`config.mk`:
```
export PLATFORM = sky130hd
export DESIGN_NAME = asgoc_top
export DESIGN_NICKNAME = d
export VERILOG_FILES = /design/src/asgoc_pkg.sv /design/src/asgoc_top.sv /design/src/asgoc_buf.sv
export SDC_FILE = /design/constraint.sdc
export NUM_CORES = 1
export LEC_CHECK = 0
export BUFFER_PORTS_ARGS = -buffer_cell sky130_fd_sc_hd__clkbuf_2
export CORE_AREA = 2 2 200 202
export CTS_CLUSTER_SIZE = 16
export DETAILED_ROUTE_END_ITERATION = 7
export DIE_AREA = 0 0 202 204
export HOLD_SLACK_MARGIN = 0.12
export PLACE_DENSITY = 0.63
export SLEW_MARGIN = 25
export SYNTH_ARGS = -nofsm -noshare
export SYNTH_HDL_FRONTEND = slang
export SYNTH_SLANG_ARGS = --single-unit
export TNS_END_PERCENT = 1
```
`constraint.sdc`:
```
create_clock -name clk_i -period 12.4 [get_ports clk_i]
set_input_delay 0.62 -clock clk_i [delete_from_list [all_inputs] [get_ports clk_i]]
set_output_delay 0.62 -clock clk_i [all_outputs]
set_load 0.05 [all_outputs]
```
`src/asgoc_pkg.sv`:
```
// package for the sample gain and offset correction block: register map,
// field positions, reset values, gain table and the sample carrier.
// assumes a 14-bit two's complement sample stream and a 32-bit wishbone bus.
package asgoc_pkg;

  // ------------------------------------------------------------------
  // register map (word index; byte address is four times the index)
  // ------------------------------------------------------------------
  localparam logic [5:0] IDX_CONTROL3            = 6'h03;
  localparam logic [5:0] IDX_CONV9_EVEN_GAIN_OFS = 6'h26;
  localparam logic [5:0] IDX_CONV10_ODD_GAIN_OFS = 6'h27;
  localparam logic [5:0] IDX_CONV10_EVN_GAIN_OFS = 6'h28;
  localparam logic [5:0] IDX_CONV11_ODD_GAIN_OFS = 6'h29;
  localparam logic [5:0] IDX_STATUS              = 6'h3f;

  // ------------------------------------------------------------------
  // field positions
  // ------------------------------------------------------------------
  localparam int GAIN_EN_BIT   = 12;
  localparam int OFFSET_EN_BIT = 8;
  localparam int GAIN_MSB      = 15;
  localparam int GAIN_LSB      = 11;
  localparam int RSVD_BIT      = 10;
  localparam int OFS_MSB       = 9;
  localparam int OFS_LSB       = 0;
  localparam int STAT_SAT_BIT  = 0;
  localparam int STAT_LVL_LSB  = 4;
  localparam int STAT_CNT_LSB  = 8;

  // ------------------------------------------------------------------
  // reset values and arithmetic constants
  // ------------------------------------------------------------------
  localparam logic [15:0] COEF_RST    = 16'h0000;
  localparam logic [15:0] CONTROL_RST = 16'h0000;
  localparam logic [7:0]  COUNT_RST   = 8'h00;
  localparam int          GAIN_FRAC   = 14;
  localparam logic signed [31:0] GAIN_ROUND = 32'sh0000_2000;
  localparam logic signed [31:0] SAMPLE_MAX = 32'sh0000_1fff;
  localparam logic signed [31:0] SAMPLE_MIN = -32'sh0000_2000;

  // linear gain per 0.2 dB step, unsigned with 14 fraction bits
  localparam logic [15:0] GAIN_LUT [32] = '{
    16'h4000, 16'h417e, 16'h4304, 16'h4494, 16'h462d, 16'h47cf, 16'h497b, 16'h4b32,
    16'h4cf2, 16'h4ebd, 16'h5092, 16'h5273, 16'h545e, 16'h5655, 16'h5858, 16'h5a67,
    16'h5c82, 16'h5eaa, 16'h60de, 16'h6320, 16'h656f, 16'h67cc, 16'h6a37, 16'h6cb0,
    16'h6f38, 16'h71cf, 16'h7476, 16'h772c, 16'h79f3, 16'h7cca, 16'h7fb2, 16'h82ac};

  // ------------------------------------------------------------------
  // types
  // ------------------------------------------------------------------
  typedef enum logic [1:0] {
    STRM_CONV9_EVEN,
    STRM_CONV10_ODD,
    STRM_CONV10_EVEN,
    STRM_CONV11_ODD
  } asgoc_stream_t;

  typedef struct packed {
    asgoc_stream_t      stream;
    logic signed [13:0] data;
  } asgoc_sample_t;

endpackage

```
`src/asgoc_top.sv`:
```
// sample gain and offset correction for four converter sample streams.
// assumes wishbone classic registers and a 14-bit two's complement stream,
// both on the one sample clock; upstream and downstream logic share it.
//
// The Wishbone register port was left to the implementer.
`timescale 1ns/10ps
`default_nettype none

module asgoc_top #(
  parameter int BUF_DEPTH = 2
) (
  input  wire logic                  clk_i,
  input  wire logic                  rst_i,
  input  wire logic                  wb_cyc_i,
  input  wire logic                  wb_stb_i,
  input  wire logic                  wb_we_i,
  input  wire logic [7:0]            wb_adr_i,
  input  wire logic [3:0]            wb_sel_i,
  input  wire logic [31:0]           wb_dat_i,
  output logic [31:0]                wb_dat_o,
  output logic                       wb_ack_o,
  input  wire logic                  in_valid_i,
  output logic                       in_ready_o,
  input  wire asgoc_pkg::asgoc_sample_t in_sample_i,
  output logic                       out_valid_o,
  input  wire logic                  out_ready_i,
  output asgoc_pkg::asgoc_sample_t   out_sample_o
);

  localparam int LW = $clog2(BUF_DEPTH + 1);

  logic [15:0]              control_q;
  logic [15:0]              coeff_q [4];
  logic                     sat_flag_q;
  logic [7:0]               count_q;
  logic                     global_gain_enable;
  logic                     global_offset_enable;
  logic                     req;
  logic                     wr_fire;
  logic [5:0]               idx;
  asgoc_pkg::asgoc_sample_t head;
  logic                     head_valid;
  logic                     load;
  logic [LW-1:0]            level;
  logic [15:0]              head_coef;
  logic signed [13:0]       corr_data;
  logic                     corr_sat;

  // ------------------------------------------------------------------
  // helpers
  // ------------------------------------------------------------------
  // byte-lane merge of a 16-bit register, shared by the control and coefficient registers
  function automatic logic [15:0] merge(input logic [15:0] old, input logic [31:0] wd,
                                        input logic [3:0] sel);
    logic [15:0] r;
    r = old;
    if (sel[0]) begin
      r[7:0] = wd[7:0];
    end
    if (sel[1]) begin
      r[15:8] = wd[15:8];
    end
    return r;
  endfunction

  // which coefficient register, if any, an index names
  function automatic logic coef_hit(input logic [5:0] i);
    return (i >= asgoc_pkg::IDX_CONV9_EVEN_GAIN_OFS) &&
           (i <= asgoc_pkg::IDX_CONV11_ODD_GAIN_OFS);
  endfunction

  function automatic logic [1:0] coef_slot(input logic [5:0] i);
    logic [5:0] d;
    d = 6'(i - asgoc_pkg::IDX_CONV9_EVEN_GAIN_OFS);
    return d[1:0];
  endfunction

  function automatic logic [4:0] gain_code(input logic [15:0] c);
    return c[asgoc_pkg::GAIN_MSB:asgoc_pkg::GAIN_LSB];
  endfunction

  function automatic logic signed [14:0] offset_value(input logic [15:0] c);
    logic [9:0] o;
    o = c[asgoc_pkg::OFS_MSB:asgoc_pkg::OFS_LSB];
    return $signed({{5{o[9]}}, o});
  endfunction

  // ------------------------------------------------------------------
  // wishbone classic slave
  // ------------------------------------------------------------------
  assign req     = wb_cyc_i && wb_stb_i;
  assign idx     = wb_adr_i[7:2];
  assign wr_fire = req && wb_we_i && wb_ack_o; // write lands on the acked edge

  // one wait state: ack rises the edge after the request, falls after one cycle
  always_ff @(posedge clk_i) begin
    if (rst_i) begin
      wb_ack_o <= 1'b0;
    end else begin
      wb_ack_o <= req && !wb_ack_o;
    end
  end

  // read data registered with ack; unmapped words read zero
  always_ff @(posedge clk_i) begin
    if (rst_i) begin
      wb_dat_o <= 32'h0000_0000;
    end else if (req && !wb_ack_o) begin
      wb_dat_o <= 32'h0000_0000;
      if (idx == asgoc_pkg::IDX_CONTROL3) begin
        wb_dat_o[15:0] <= control_q;
      end else if (coef_hit(idx)) begin
        wb_dat_o[15:0] <= coeff_q[coef_slot(idx)];
      end else if (idx == asgoc_pkg::IDX_STATUS) begin
        wb_dat_o[asgoc_pkg::STAT_SAT_BIT] <= sat_flag_q;
        wb_dat_o[asgoc_pkg::STAT_LVL_LSB +: LW] <= level;
        wb_dat_o[asgoc_pkg::STAT_CNT_LSB +: 8] <= count_q;
      end
    end
  end

  // ------------------------------------------------------------------
  // control and coefficient registers
  // ------------------------------------------------------------------
  always_ff @(posedge clk_i) begin
    if (rst_i) begin
      control_q <= asgoc_pkg::CONTROL_RST;
    end else if (wr_fire && idx == asgoc_pkg::IDX_CONTROL3) begin
      control_q <= merge(control_q, wb_dat_i, wb_sel_i);
    end
  end

  assign global_gain_enable   = control_q[asgoc_pkg::GAIN_EN_BIT];
  assign global_offset_enable = control_q[asgoc_pkg::OFFSET_EN_BIT];

  // reserved bit 10 is stored as written and never used by the datapath
  always_ff @(posedge clk_i) begin
    if (rst_i) begin
      for (int k = 0; k < 4; k++) begin
        coeff_q[k] <= asgoc_pkg::COEF_RST;
      end
    end else if (wr_fire && coef_hit(idx)) begin
      coeff_q[coef_slot(idx)] <= merge(coeff_q[coef_slot(idx)], wb_dat_i, wb_sel_i);
    end
  end

  // ------------------------------------------------------------------
  // input buffer: a stalled receiver backs up here, no word is lost
  // ------------------------------------------------------------------
  asgoc_buf #(
    .W     ($bits(asgoc_pkg::asgoc_sample_t)),
    .DEPTH (BUF_DEPTH)
  ) u_buf (
    .clk_i       (clk_i),
    .rst_i       (rst_i),
    .in_valid_i  (in_valid_i),
    .in_ready_o  (in_ready_o),
    .in_data_i   (in_sample_i),
    .out_valid_o (head_valid),
    .out_ready_i (load),
    .out_data_o  (head),
    .level_o     (level)
  );

  // ------------------------------------------------------------------
  // correction datapath
  // ------------------------------------------------------------------
  // stream tag picks the coefficient: 9e, 10o, 10e, 11o in register order
  assign head_coef = coeff_q[head.stream];

  // offset first, then gain, rounded and clipped to the 14-bit range
  always_comb begin
    logic signed [14:0] diff;
    logic signed [31:0] d32;
    logic signed [31:0] g32;
    logic signed [31:0] acc;
    // defaults first: no path leaves a temporary unassigned
    d32  = '0;
    g32  = '0;
    acc  = '0;
    diff = $signed({head.data[13], head.data});
    if (global_offset_enable) begin
      diff = 15'(diff - offset_value(head_coef));
    end
    d32 = 32'(diff);
    g32 = $signed({16'h0000, asgoc_pkg::GAIN_LUT[gain_code(head_coef)]});
    if (global_gain_enable) begin
      acc = (d32 * g32 + asgoc_pkg::GAIN_ROUND) >>> asgoc_pkg::GAIN_FRAC;
    end else begin
      acc = d32;
    end
    corr_sat = 1'b0;
    if (acc > asgoc_pkg::SAMPLE_MAX) begin
      acc      = asgoc_pkg::SAMPLE_MAX;
      corr_sat = 1'b1;
    end else if (acc < asgoc_pkg::SAMPLE_MIN) begin
      acc      = asgoc_pkg::SAMPLE_MIN;
      corr_sat = 1'b1;
    end
    corr_data = acc[13:0];
  end

  // output register advances whenever it is empty or being drained
  assign load = head_valid && (!out_valid_o || out_ready_i);

  always_ff @(posedge clk_i) begin
    if (rst_i) begin
      out_valid_o  <= 1'b0;
      out_sample_o <= '0;
    end else if (load) begin
      out_valid_o         <= 1'b1;
      out_sample_o.stream <= head.stream;
      out_sample_o.data   <= corr_data;
    end else if (out_ready_i) begin
      out_valid_o <= 1'b0;
    end
  end

  // ------------------------------------------------------------------
  // status: sticky clip flag (write one clears, a new clip wins) and count
  // ------------------------------------------------------------------
  always_ff @(posedge clk_i) begin
    if (rst_i) begin
      sat_flag_q <= 1'b0;
    end else if (load && corr_sat) begin
      sat_flag_q <= 1'b1;
    end else if (wr_fire && idx == asgoc_pkg::IDX_STATUS && wb_sel_i[0] &&
                 wb_dat_i[asgoc_pkg::STAT_SAT_BIT]) begin
      sat_flag_q <= 1'b0;
    end
  end

  // wraps freely; software differences two reads
  always_ff @(posedge clk_i) begin
    if (rst_i) begin
      count_q <= asgoc_pkg::COUNT_RST;
    end else if (load) begin
      count_q <= 8'(count_q + 1'b1);
    end
  end

  // ------------------------------------------------------------------
  // assertions
  // ------------------------------------------------------------------
  property p_gain_raises;
    @(posedge clk_i) disable iff (rst_i)
    load && global_gain_enable && !global_offset_enable && gain_code(head_coef) != 5'h00
      && head.data == 14'sh1000 |=> out_sample_o.data > 14'sh1000;
  endproperty
  a_gain_raises: assert property (p_gain_raises)
    else $error("enabled nonzero gain did not raise the sample");

  property p_gain_unity;
    @(posedge clk_i) disable iff (rst_i)
    load && global_gain_enable && !global_offset_enable && gain_code(head_coef) == 5'h00
      |=> out_sample_o.data == $past(head.data);
  endproperty
  a_gain_unity: assert property (p_gain_unity)
    else $error("gain code zero changed the sample");

  property p_offset_sub;
    @(posedge clk_i) disable iff (rst_i)
    load && !global_gain_enable && global_offset_enable && !corr_sat
      |=> out_sample_o.data == 14'($past(head.data) - $signed($past(head_coef[9:0])));
  endproperty
  a_offset_sub: assert property (p_offset_sub)
    else $error("offset not subtracted");

  property p_offset_neg;
    @(posedge clk_i) disable iff (rst_i)
    load && !global_gain_enable && global_offset_enable && head_coef[9:0] == 10'h200
      && head.data < 14'sh1000 |=> out_sample_o.data == 14'($past(head.data) + 14'sh0200);
  endproperty
  a_offset_neg: assert property (p_offset_neg)
    else $error("negative offset not applied in 14-bit lsbs");

  property p_reg26;
    @(posedge clk_i) disable iff (rst_i)
    wr_fire && idx == asgoc_pkg::IDX_CONV9_EVEN_GAIN_OFS && wb_sel_i[1:0] == 2'b11
      |=> coeff_q[0] == $past(wb_dat_i[15:0]);
  endproperty
  a_reg26: assert property (p_reg26)
    else $error("conv9_even_gain_offset write not stored");

  property p_reg27;
    @(posedge clk_i) disable iff (rst_i)
    wr_fire && idx == asgoc_pkg::IDX_CONV10_ODD_GAIN_OFS && wb_sel_i[1:0] == 2'b11
      |=> coeff_q[1][15:8] == $past(wb_dat_i[15:8]) && coeff_q[1][7:0] == $past(wb_dat_i[7:0]);
  endproperty
  a_reg27: assert property (p_reg27)
    else $error("conv10_odd_gain_offset write not stored");

  // reads the register directly, not through head_coef, so a wrong
  // stream-to-register index in the datapath is still caught here
  property p_reg28;
    @(posedge clk_i) disable iff (rst_i)
    load && head.stream == asgoc_pkg::STRM_CONV10_EVEN && !global_gain_enable
      && global_offset_enable && !corr_sat
      |=> out_sample_o.data == 14'($past(head.data) - $signed($past(coeff_q[2][9:0])));
  endproperty
  a_reg28: assert property (p_reg28)
    else $error("converter 10 even sample used the wrong register");

  property p_reg29;
    @(posedge clk_i) disable iff (rst_i)
    wr_fire && idx == asgoc_pkg::IDX_CONV11_ODD_GAIN_OFS && wb_sel_i[1:0] == 2'b01
      |=> coeff_q[3][7:0] == $past(wb_dat_i[7:0]) && $stable(coeff_q[3][15:8]);
  endproperty
  a_reg29: assert property (p_reg29)
    else $error("conv11_odd_gain_offset byte write wrong");

  property p_bypass;
    @(posedge clk_i) disable iff (rst_i)
    load && !global_gain_enable && !global_offset_enable
      |=> out_valid_o && out_sample_o.data == $past(head.data)
          && out_sample_o.stream == $past(head.stream);
  endproperty
  a_bypass: assert property (p_bypass)
    else $error("disabled correction modified the sample");

endmodule

`default_nettype wire

```
`src/asgoc_buf.sv`:
```
// two-entry elastic buffer between the converter stream and the correction stage.
// assumes one clock, synchronous active-high reset, valid/ready on both sides.
`timescale 1ns/10ps
`default_nettype none

module asgoc_buf #(
  parameter int W     = 16,
  parameter int DEPTH = 2
) (
  input  wire logic                         clk_i,
  input  wire logic                         rst_i,
  input  wire logic                         in_valid_i,
  output logic                              in_ready_o,
  input  wire logic [W-1:0]                 in_data_i,
  output logic                              out_valid_o,
  input  wire logic                         out_ready_i,
  output logic [W-1:0]                      out_data_o,
  output logic [$clog2(DEPTH+1)-1:0]        level_o
);

  localparam int PW = (DEPTH > 1) ? $clog2(DEPTH) : 1;
  localparam int LW = $clog2(DEPTH + 1);

  logic [W-1:0]  mem_q [DEPTH];
  logic [PW-1:0] wr_ptr_q;
  logic [PW-1:0] rd_ptr_q;
  logic [LW-1:0] count_q;
  logic [LW-1:0] count_d;
  logic          push;
  logic          pop;

  // ------------------------------------------------------------------
  // handshake
  // ------------------------------------------------------------------
  function automatic logic [PW-1:0] bump(input logic [PW-1:0] p);
    return (p == PW'(DEPTH - 1)) ? '0 : PW'(p + 1'b1);
  endfunction

  assign push        = in_valid_i && in_ready_o;
  assign pop         = out_valid_o && out_ready_i;
  assign out_valid_o = (count_q != '0);
  assign out_data_o  = mem_q[rd_ptr_q];
  assign level_o     = count_q;

  // next occupancy drives the registered ready
  always_comb begin
    count_d = count_q;
    if (push && !pop) begin
      count_d = LW'(count_q + 1'b1);
    end else if (pop && !push) begin
      count_d = LW'(count_q - 1'b1);
    end
  end

  // ------------------------------------------------------------------
  // storage and pointers
  // ------------------------------------------------------------------
  always_ff @(posedge clk_i) begin
    if (push) begin
      mem_q[wr_ptr_q] <= in_data_i;
    end
  end

  always_ff @(posedge clk_i) begin
    if (rst_i) begin
      wr_ptr_q   <= '0;
      rd_ptr_q   <= '0;
      count_q    <= '0;
      in_ready_o <= 1'b0;
    end else begin
      if (push) begin
        wr_ptr_q <= bump(wr_ptr_q);
      end
      if (pop) begin
        rd_ptr_q <= bump(rd_ptr_q);
      end
      count_q    <= count_d;
      in_ready_o <= (count_d != LW'(DEPTH)); // registered so it never loops back
    end
  end

endmodule

`default_nettype wire

```
==> summary.txt <==
Run status: completed
Number of nets at the end of the flow: 2261
Worst Path Class, Setup: flop to flop
Number of iterations in the first detailed-routing pass: 6
Overall global routing resource usage: 23.1%
Combinational family with the most area after synthesis: adder cells
Share of synthesized registers carrying an async set or reset: 0%
I/O pin count: 118
Setup total negative slack: 0 ns
Die width: 202 um
Adder and majority cell fraction of the synthesized area: 31.0%
Clock sink count: 161
Total setup buffers inserted after CTS: 0
Post-DP HPWL: 34200 um
FF-to-FF path depth: 38
Via Count: 13200
Startpoint of the most critical hold path: in_sample_i[6]
Gp weighted congestion: 0.904
Clock tree from TritonCTS: done
Number of synthesized flops with an enable pin: 96
Yosys reg bits: 161
Max Fanout on Critical Path: 16
Starting density of the core: 44.3%
Reg2Reg Setup Slack: 0.98 ns
Ratio of routed vias to standard cells: 5.49
Buffers on Ports: 81
Multiplexer share of the synthesized area: 8.56%
GRT Residual Overflow: 0
Area growth syn-to-layout: 8.21%
Die ar.: 0.0412 mm2
Reg2Reg Capture Point: out_sample_o[12]
Register area share after synthesis: 24.1%
Hold buffers post-CTS: 0
Worst endpoint data arrival time: 11.76 ns
Pin count of the biggest net entering global routing: 74
Number of DRC markers in iteration 0: 983
Count of cells resized by post-cts repair: 0
Die outline height: 204 um
Clock slew at reported path FFs: 0.07 ns
Antenna violations before repair: 0
Ratio of cells with drive above 1 in the final layout: 11.8%
Area share of xor/xnor cells in the synthesized design: 2.07%
DRC violations left: 0
Number of global-route vias before repair: 14000
Crit-path most repeated cell: sky130_fd_sc_hd__fa_1
Clock insertion delay at the later pin of the skew report: 0.44 ns
Fraction of the cycle the final worst path needs: 92.1%
Wire length after detailed routing: 44800 um
Total number of yosys warnings: 0
Crit path max-delay cell type: sky130_fd_sc_hd__fa_1
Worst max-slew margin expressed relative to the limit: 28.4%
CTS Buf Count: 17
Number of nets still failing antenna checks after routing: 0
Clk Tree Root Cell: sky130_fd_sc_hd__clkbuf_16
Average size of a mapped cell: 9.45 um2
Peak clock frequency supported by timing: 0.0875 GHz
Summed instance area of the synthesized netlist: 0.0173 mm2
Worst Setup EP: out_sample_o[12]
Number of hold-slack violations in the final timing report: 0
Cells after Synth: 1835
Most common cell after layout, fill and taps aside: sky130_fd_sc_hd__inv_1
Top library cells by usage in the layout, fill and taps aside: 273 x sky130_fd_sc_hd__inv_1, 224 x sky130_fd_sc_hd__nand2_1, 182 x sky130_fd_sc_hd__fa_1, 163 x sky130_fd_sc_hd__nor2_1, 138 x sky130_fd_sc_hd__ha_1
Transition time at the pin with the least slew margin: 1.07 ns
Wire length of the first global-routing pass: 74800 um
Critical path's largest stage delay: 0.56 ns
Launching element type of the critical path: flop
Final Max Tran Viols: 0
CORE AREA: 0.0392 mm2
Number of rows created at floorplan: 73
Area fraction in and, or, nand and nor cells after synthesis: 14.9%
Count of unique library cells instantiated by Yosys: 76
CTS HTree Levels: 4
Routed wirelength normalized by instance count: 18.6 um
CP Data Required Time: 12.74 ns
Kind of path behind the tightest hold check: input port to flop
Fraction of the mapped netlist area in compound gates: 10.5%
Max Buffers Root-to-Sink: 2
Final worst path period need: 11.42 ns
Setup repair after global routing missed its margin: no
Clk_skew: 0.0101 ns
Reported max-cap violation count: 0
Antenna cells: 0
Synth Flop Type: sky130_fd_sc_hd__edfxtp_1
Nature of the critical path endpoint: flop
Final-report setup violation count: 0
==> cells in the mapped netlist (5+ instances only) <==
| cell | count | area share [%] |
|---|---|---|
| sky130_fd_sc_hd__a211oi_1 | 24 | 1.0 |
| sky130_fd_sc_hd__a21o_1 | 28 | 1.2 |
| sky130_fd_sc_hd__a21oi_1 | 63 | 1.8 |
| sky130_fd_sc_hd__a221o_1 | 12 | 0.69 |
| sky130_fd_sc_hd__a221oi_1 | 5 | 0.25 |
| sky130_fd_sc_hd__a222oi_1 | 11 | 0.63 |
| sky130_fd_sc_hd__a22oi_1 | 7 | 0.30 |
| sky130_fd_sc_hd__a311oi_1 | 5 | 0.25 |
| sky130_fd_sc_hd__a31oi_1 | 12 | 0.43 |
| sky130_fd_sc_hd__and2_1 | 68 | 2.5 |
| sky130_fd_sc_hd__and3_1 | 12 | 0.43 |
| sky130_fd_sc_hd__buf_1 | 11 | 0.24 |
| sky130_fd_sc_hd__buf_4 | 16 | 0.69 |
| sky130_fd_sc_hd__clkbuf_1 | 75 | 1.6 |
| sky130_fd_sc_hd__dfxtp_1 | 65 | 7.5 |
| sky130_fd_sc_hd__edfxtp_1 | 96 | 17 |
| sky130_fd_sc_hd__fa_1 | 182 | 21 |
| sky130_fd_sc_hd__ha_1 | 138 | 10 |
| sky130_fd_sc_hd__inv_1 | 273 | 5.9 |
| sky130_fd_sc_hd__mux2_2 | 25 | 1.6 |
| sky130_fd_sc_hd__mux2i_1 | 42 | 2.4 |
| sky130_fd_sc_hd__mux4_2 | 32 | 4.2 |
| sky130_fd_sc_hd__nand2_1 | 224 | 4.8 |
| sky130_fd_sc_hd__nand2b_1 | 16 | 0.58 |
| sky130_fd_sc_hd__nand3_1 | 16 | 0.46 |
| sky130_fd_sc_hd__nand4_1 | 9 | 0.32 |
| sky130_fd_sc_hd__nor2_1 | 164 | 3.6 |
| sky130_fd_sc_hd__nor2b_1 | 15 | 0.54 |
| sky130_fd_sc_hd__nor3_1 | 9 | 0.26 |
| sky130_fd_sc_hd__o211ai_1 | 9 | 0.39 |
| sky130_fd_sc_hd__o21a_1 | 8 | 0.35 |
| sky130_fd_sc_hd__o21ai_0 | 31 | 0.89 |
| sky130_fd_sc_hd__o21ai_1 | 6 | 0.17 |
| sky130_fd_sc_hd__o21bai_1 | 8 | 0.35 |
| sky130_fd_sc_hd__or3_1 | 17 | 0.61 |
| sky130_fd_sc_hd__xnor2_1 | 23 | 1.2 |
| sky130_fd_sc_hd__xor2_1 | 18 | 0.91 |
==> metrics by stage <==
| stage | util (%) | std cells | area, um2 | hold slack (ns) | setup slack [ns] |
|---|---|---|---|---|---|
| after floorplan | - | 1850 | 17400 | 0.462 | 1.88 |
| after global placement | 46.5 | 2380 | 18200 | 0.474 | 1.23 |
| after detailed placement | 46.5 | 2380 | 18200 | 0.484 | 1.06 |
| after CTS | 47.9 | 2410 | 18800 | 0.347 | 1.05 |
| after global routing | 47.9 | 2410 | 18800 | 0.353 | 0.297 |
| final | 47.9 | 2410 | 18800 | 0.368 | 0.977 |
==> cell type report <==
type | instances | area (um2)
Clock inverter | 13 | 108
Sequential cell | 161 | 4180
Inverter | 274 | 1030
Multi-Input combinational cell | 1305 | 11700
Fill cell | 3670 | 20400
Timing Repair Buffer | 115 | 661
Tap cell | 525 | 657
Clock buffer | 17 | 425
==> layer usage <==
layer | track usage, % | up-vias | wire length [um] | part of all wire, %
li1 | - | 6149 | - | -
met1 | 29.3 | 6552 | 18300 | 41
met2 | 40.3 | 453 | 22200 | 50
met3 | 4.11 | 80 | 2870 | 6.4
met4 | 7.20 | 0 | 1380 | 3.1
met5 | 0 | - | 0 | 0
==> how the worst min path moves through the flow <==
stage	to	slack (ns)	depth (start not counted)
5_1_grt	u_buf.mem_q[1][11]	0.35	1
3_3_place_gp	out_sample_o[1]	0.47	1
2_1_floorplan	control_q[4]	0.46	2
4_1_cts	u_buf.mem_q[1][11]	0.35	1
6_report	u_buf.mem_q[1][6]	0.37	1
3_5_place_dp	out_sample_o[8]	0.48	1
==> cell families (layout without fill, tap and decap cells) <==
family / after synthesis / after routing
simple gates: 567 / 567
compound gates: 258 / 258
other cells: 1 / 16
xor+xnor: 41 / 41
buf+inv: 384 / 419
mux: 103 / 103
fa+ha+maj: 320 / 320
flops: 161 / 161
==> worst max-delay path, delay by kind of cell, from the launching register on <==
kind,cells,cell delay [ns]
muxes,3,1.19
DFF,1,0.39
adders and majority gates,9,4.16
buffers and inverters,6,0.82
AOI/OAI and AO/OA,18,4.02
and+or+nand+nor,2,0.72
==> sequential cells by signal, indices dropped and copies added (netlist names), named ones only <==
signal,cells
wb_dat_o,16
sat_flag_q,1
count_q,8
u_buf.level_o,2
out_valid_o,1
u_buf.in_ready_o,1
wb_ack_o,1
out_sample_o,16
coeff_q,64
u_buf.wr_ptr_q,1
u_buf.mem_q,32
control_q,16
u_buf.rd_ptr_q,1
Power is left out: the tool's default activity adds up to more than one toggle a clock period on the data nets, which glitch-free logic cannot reach.
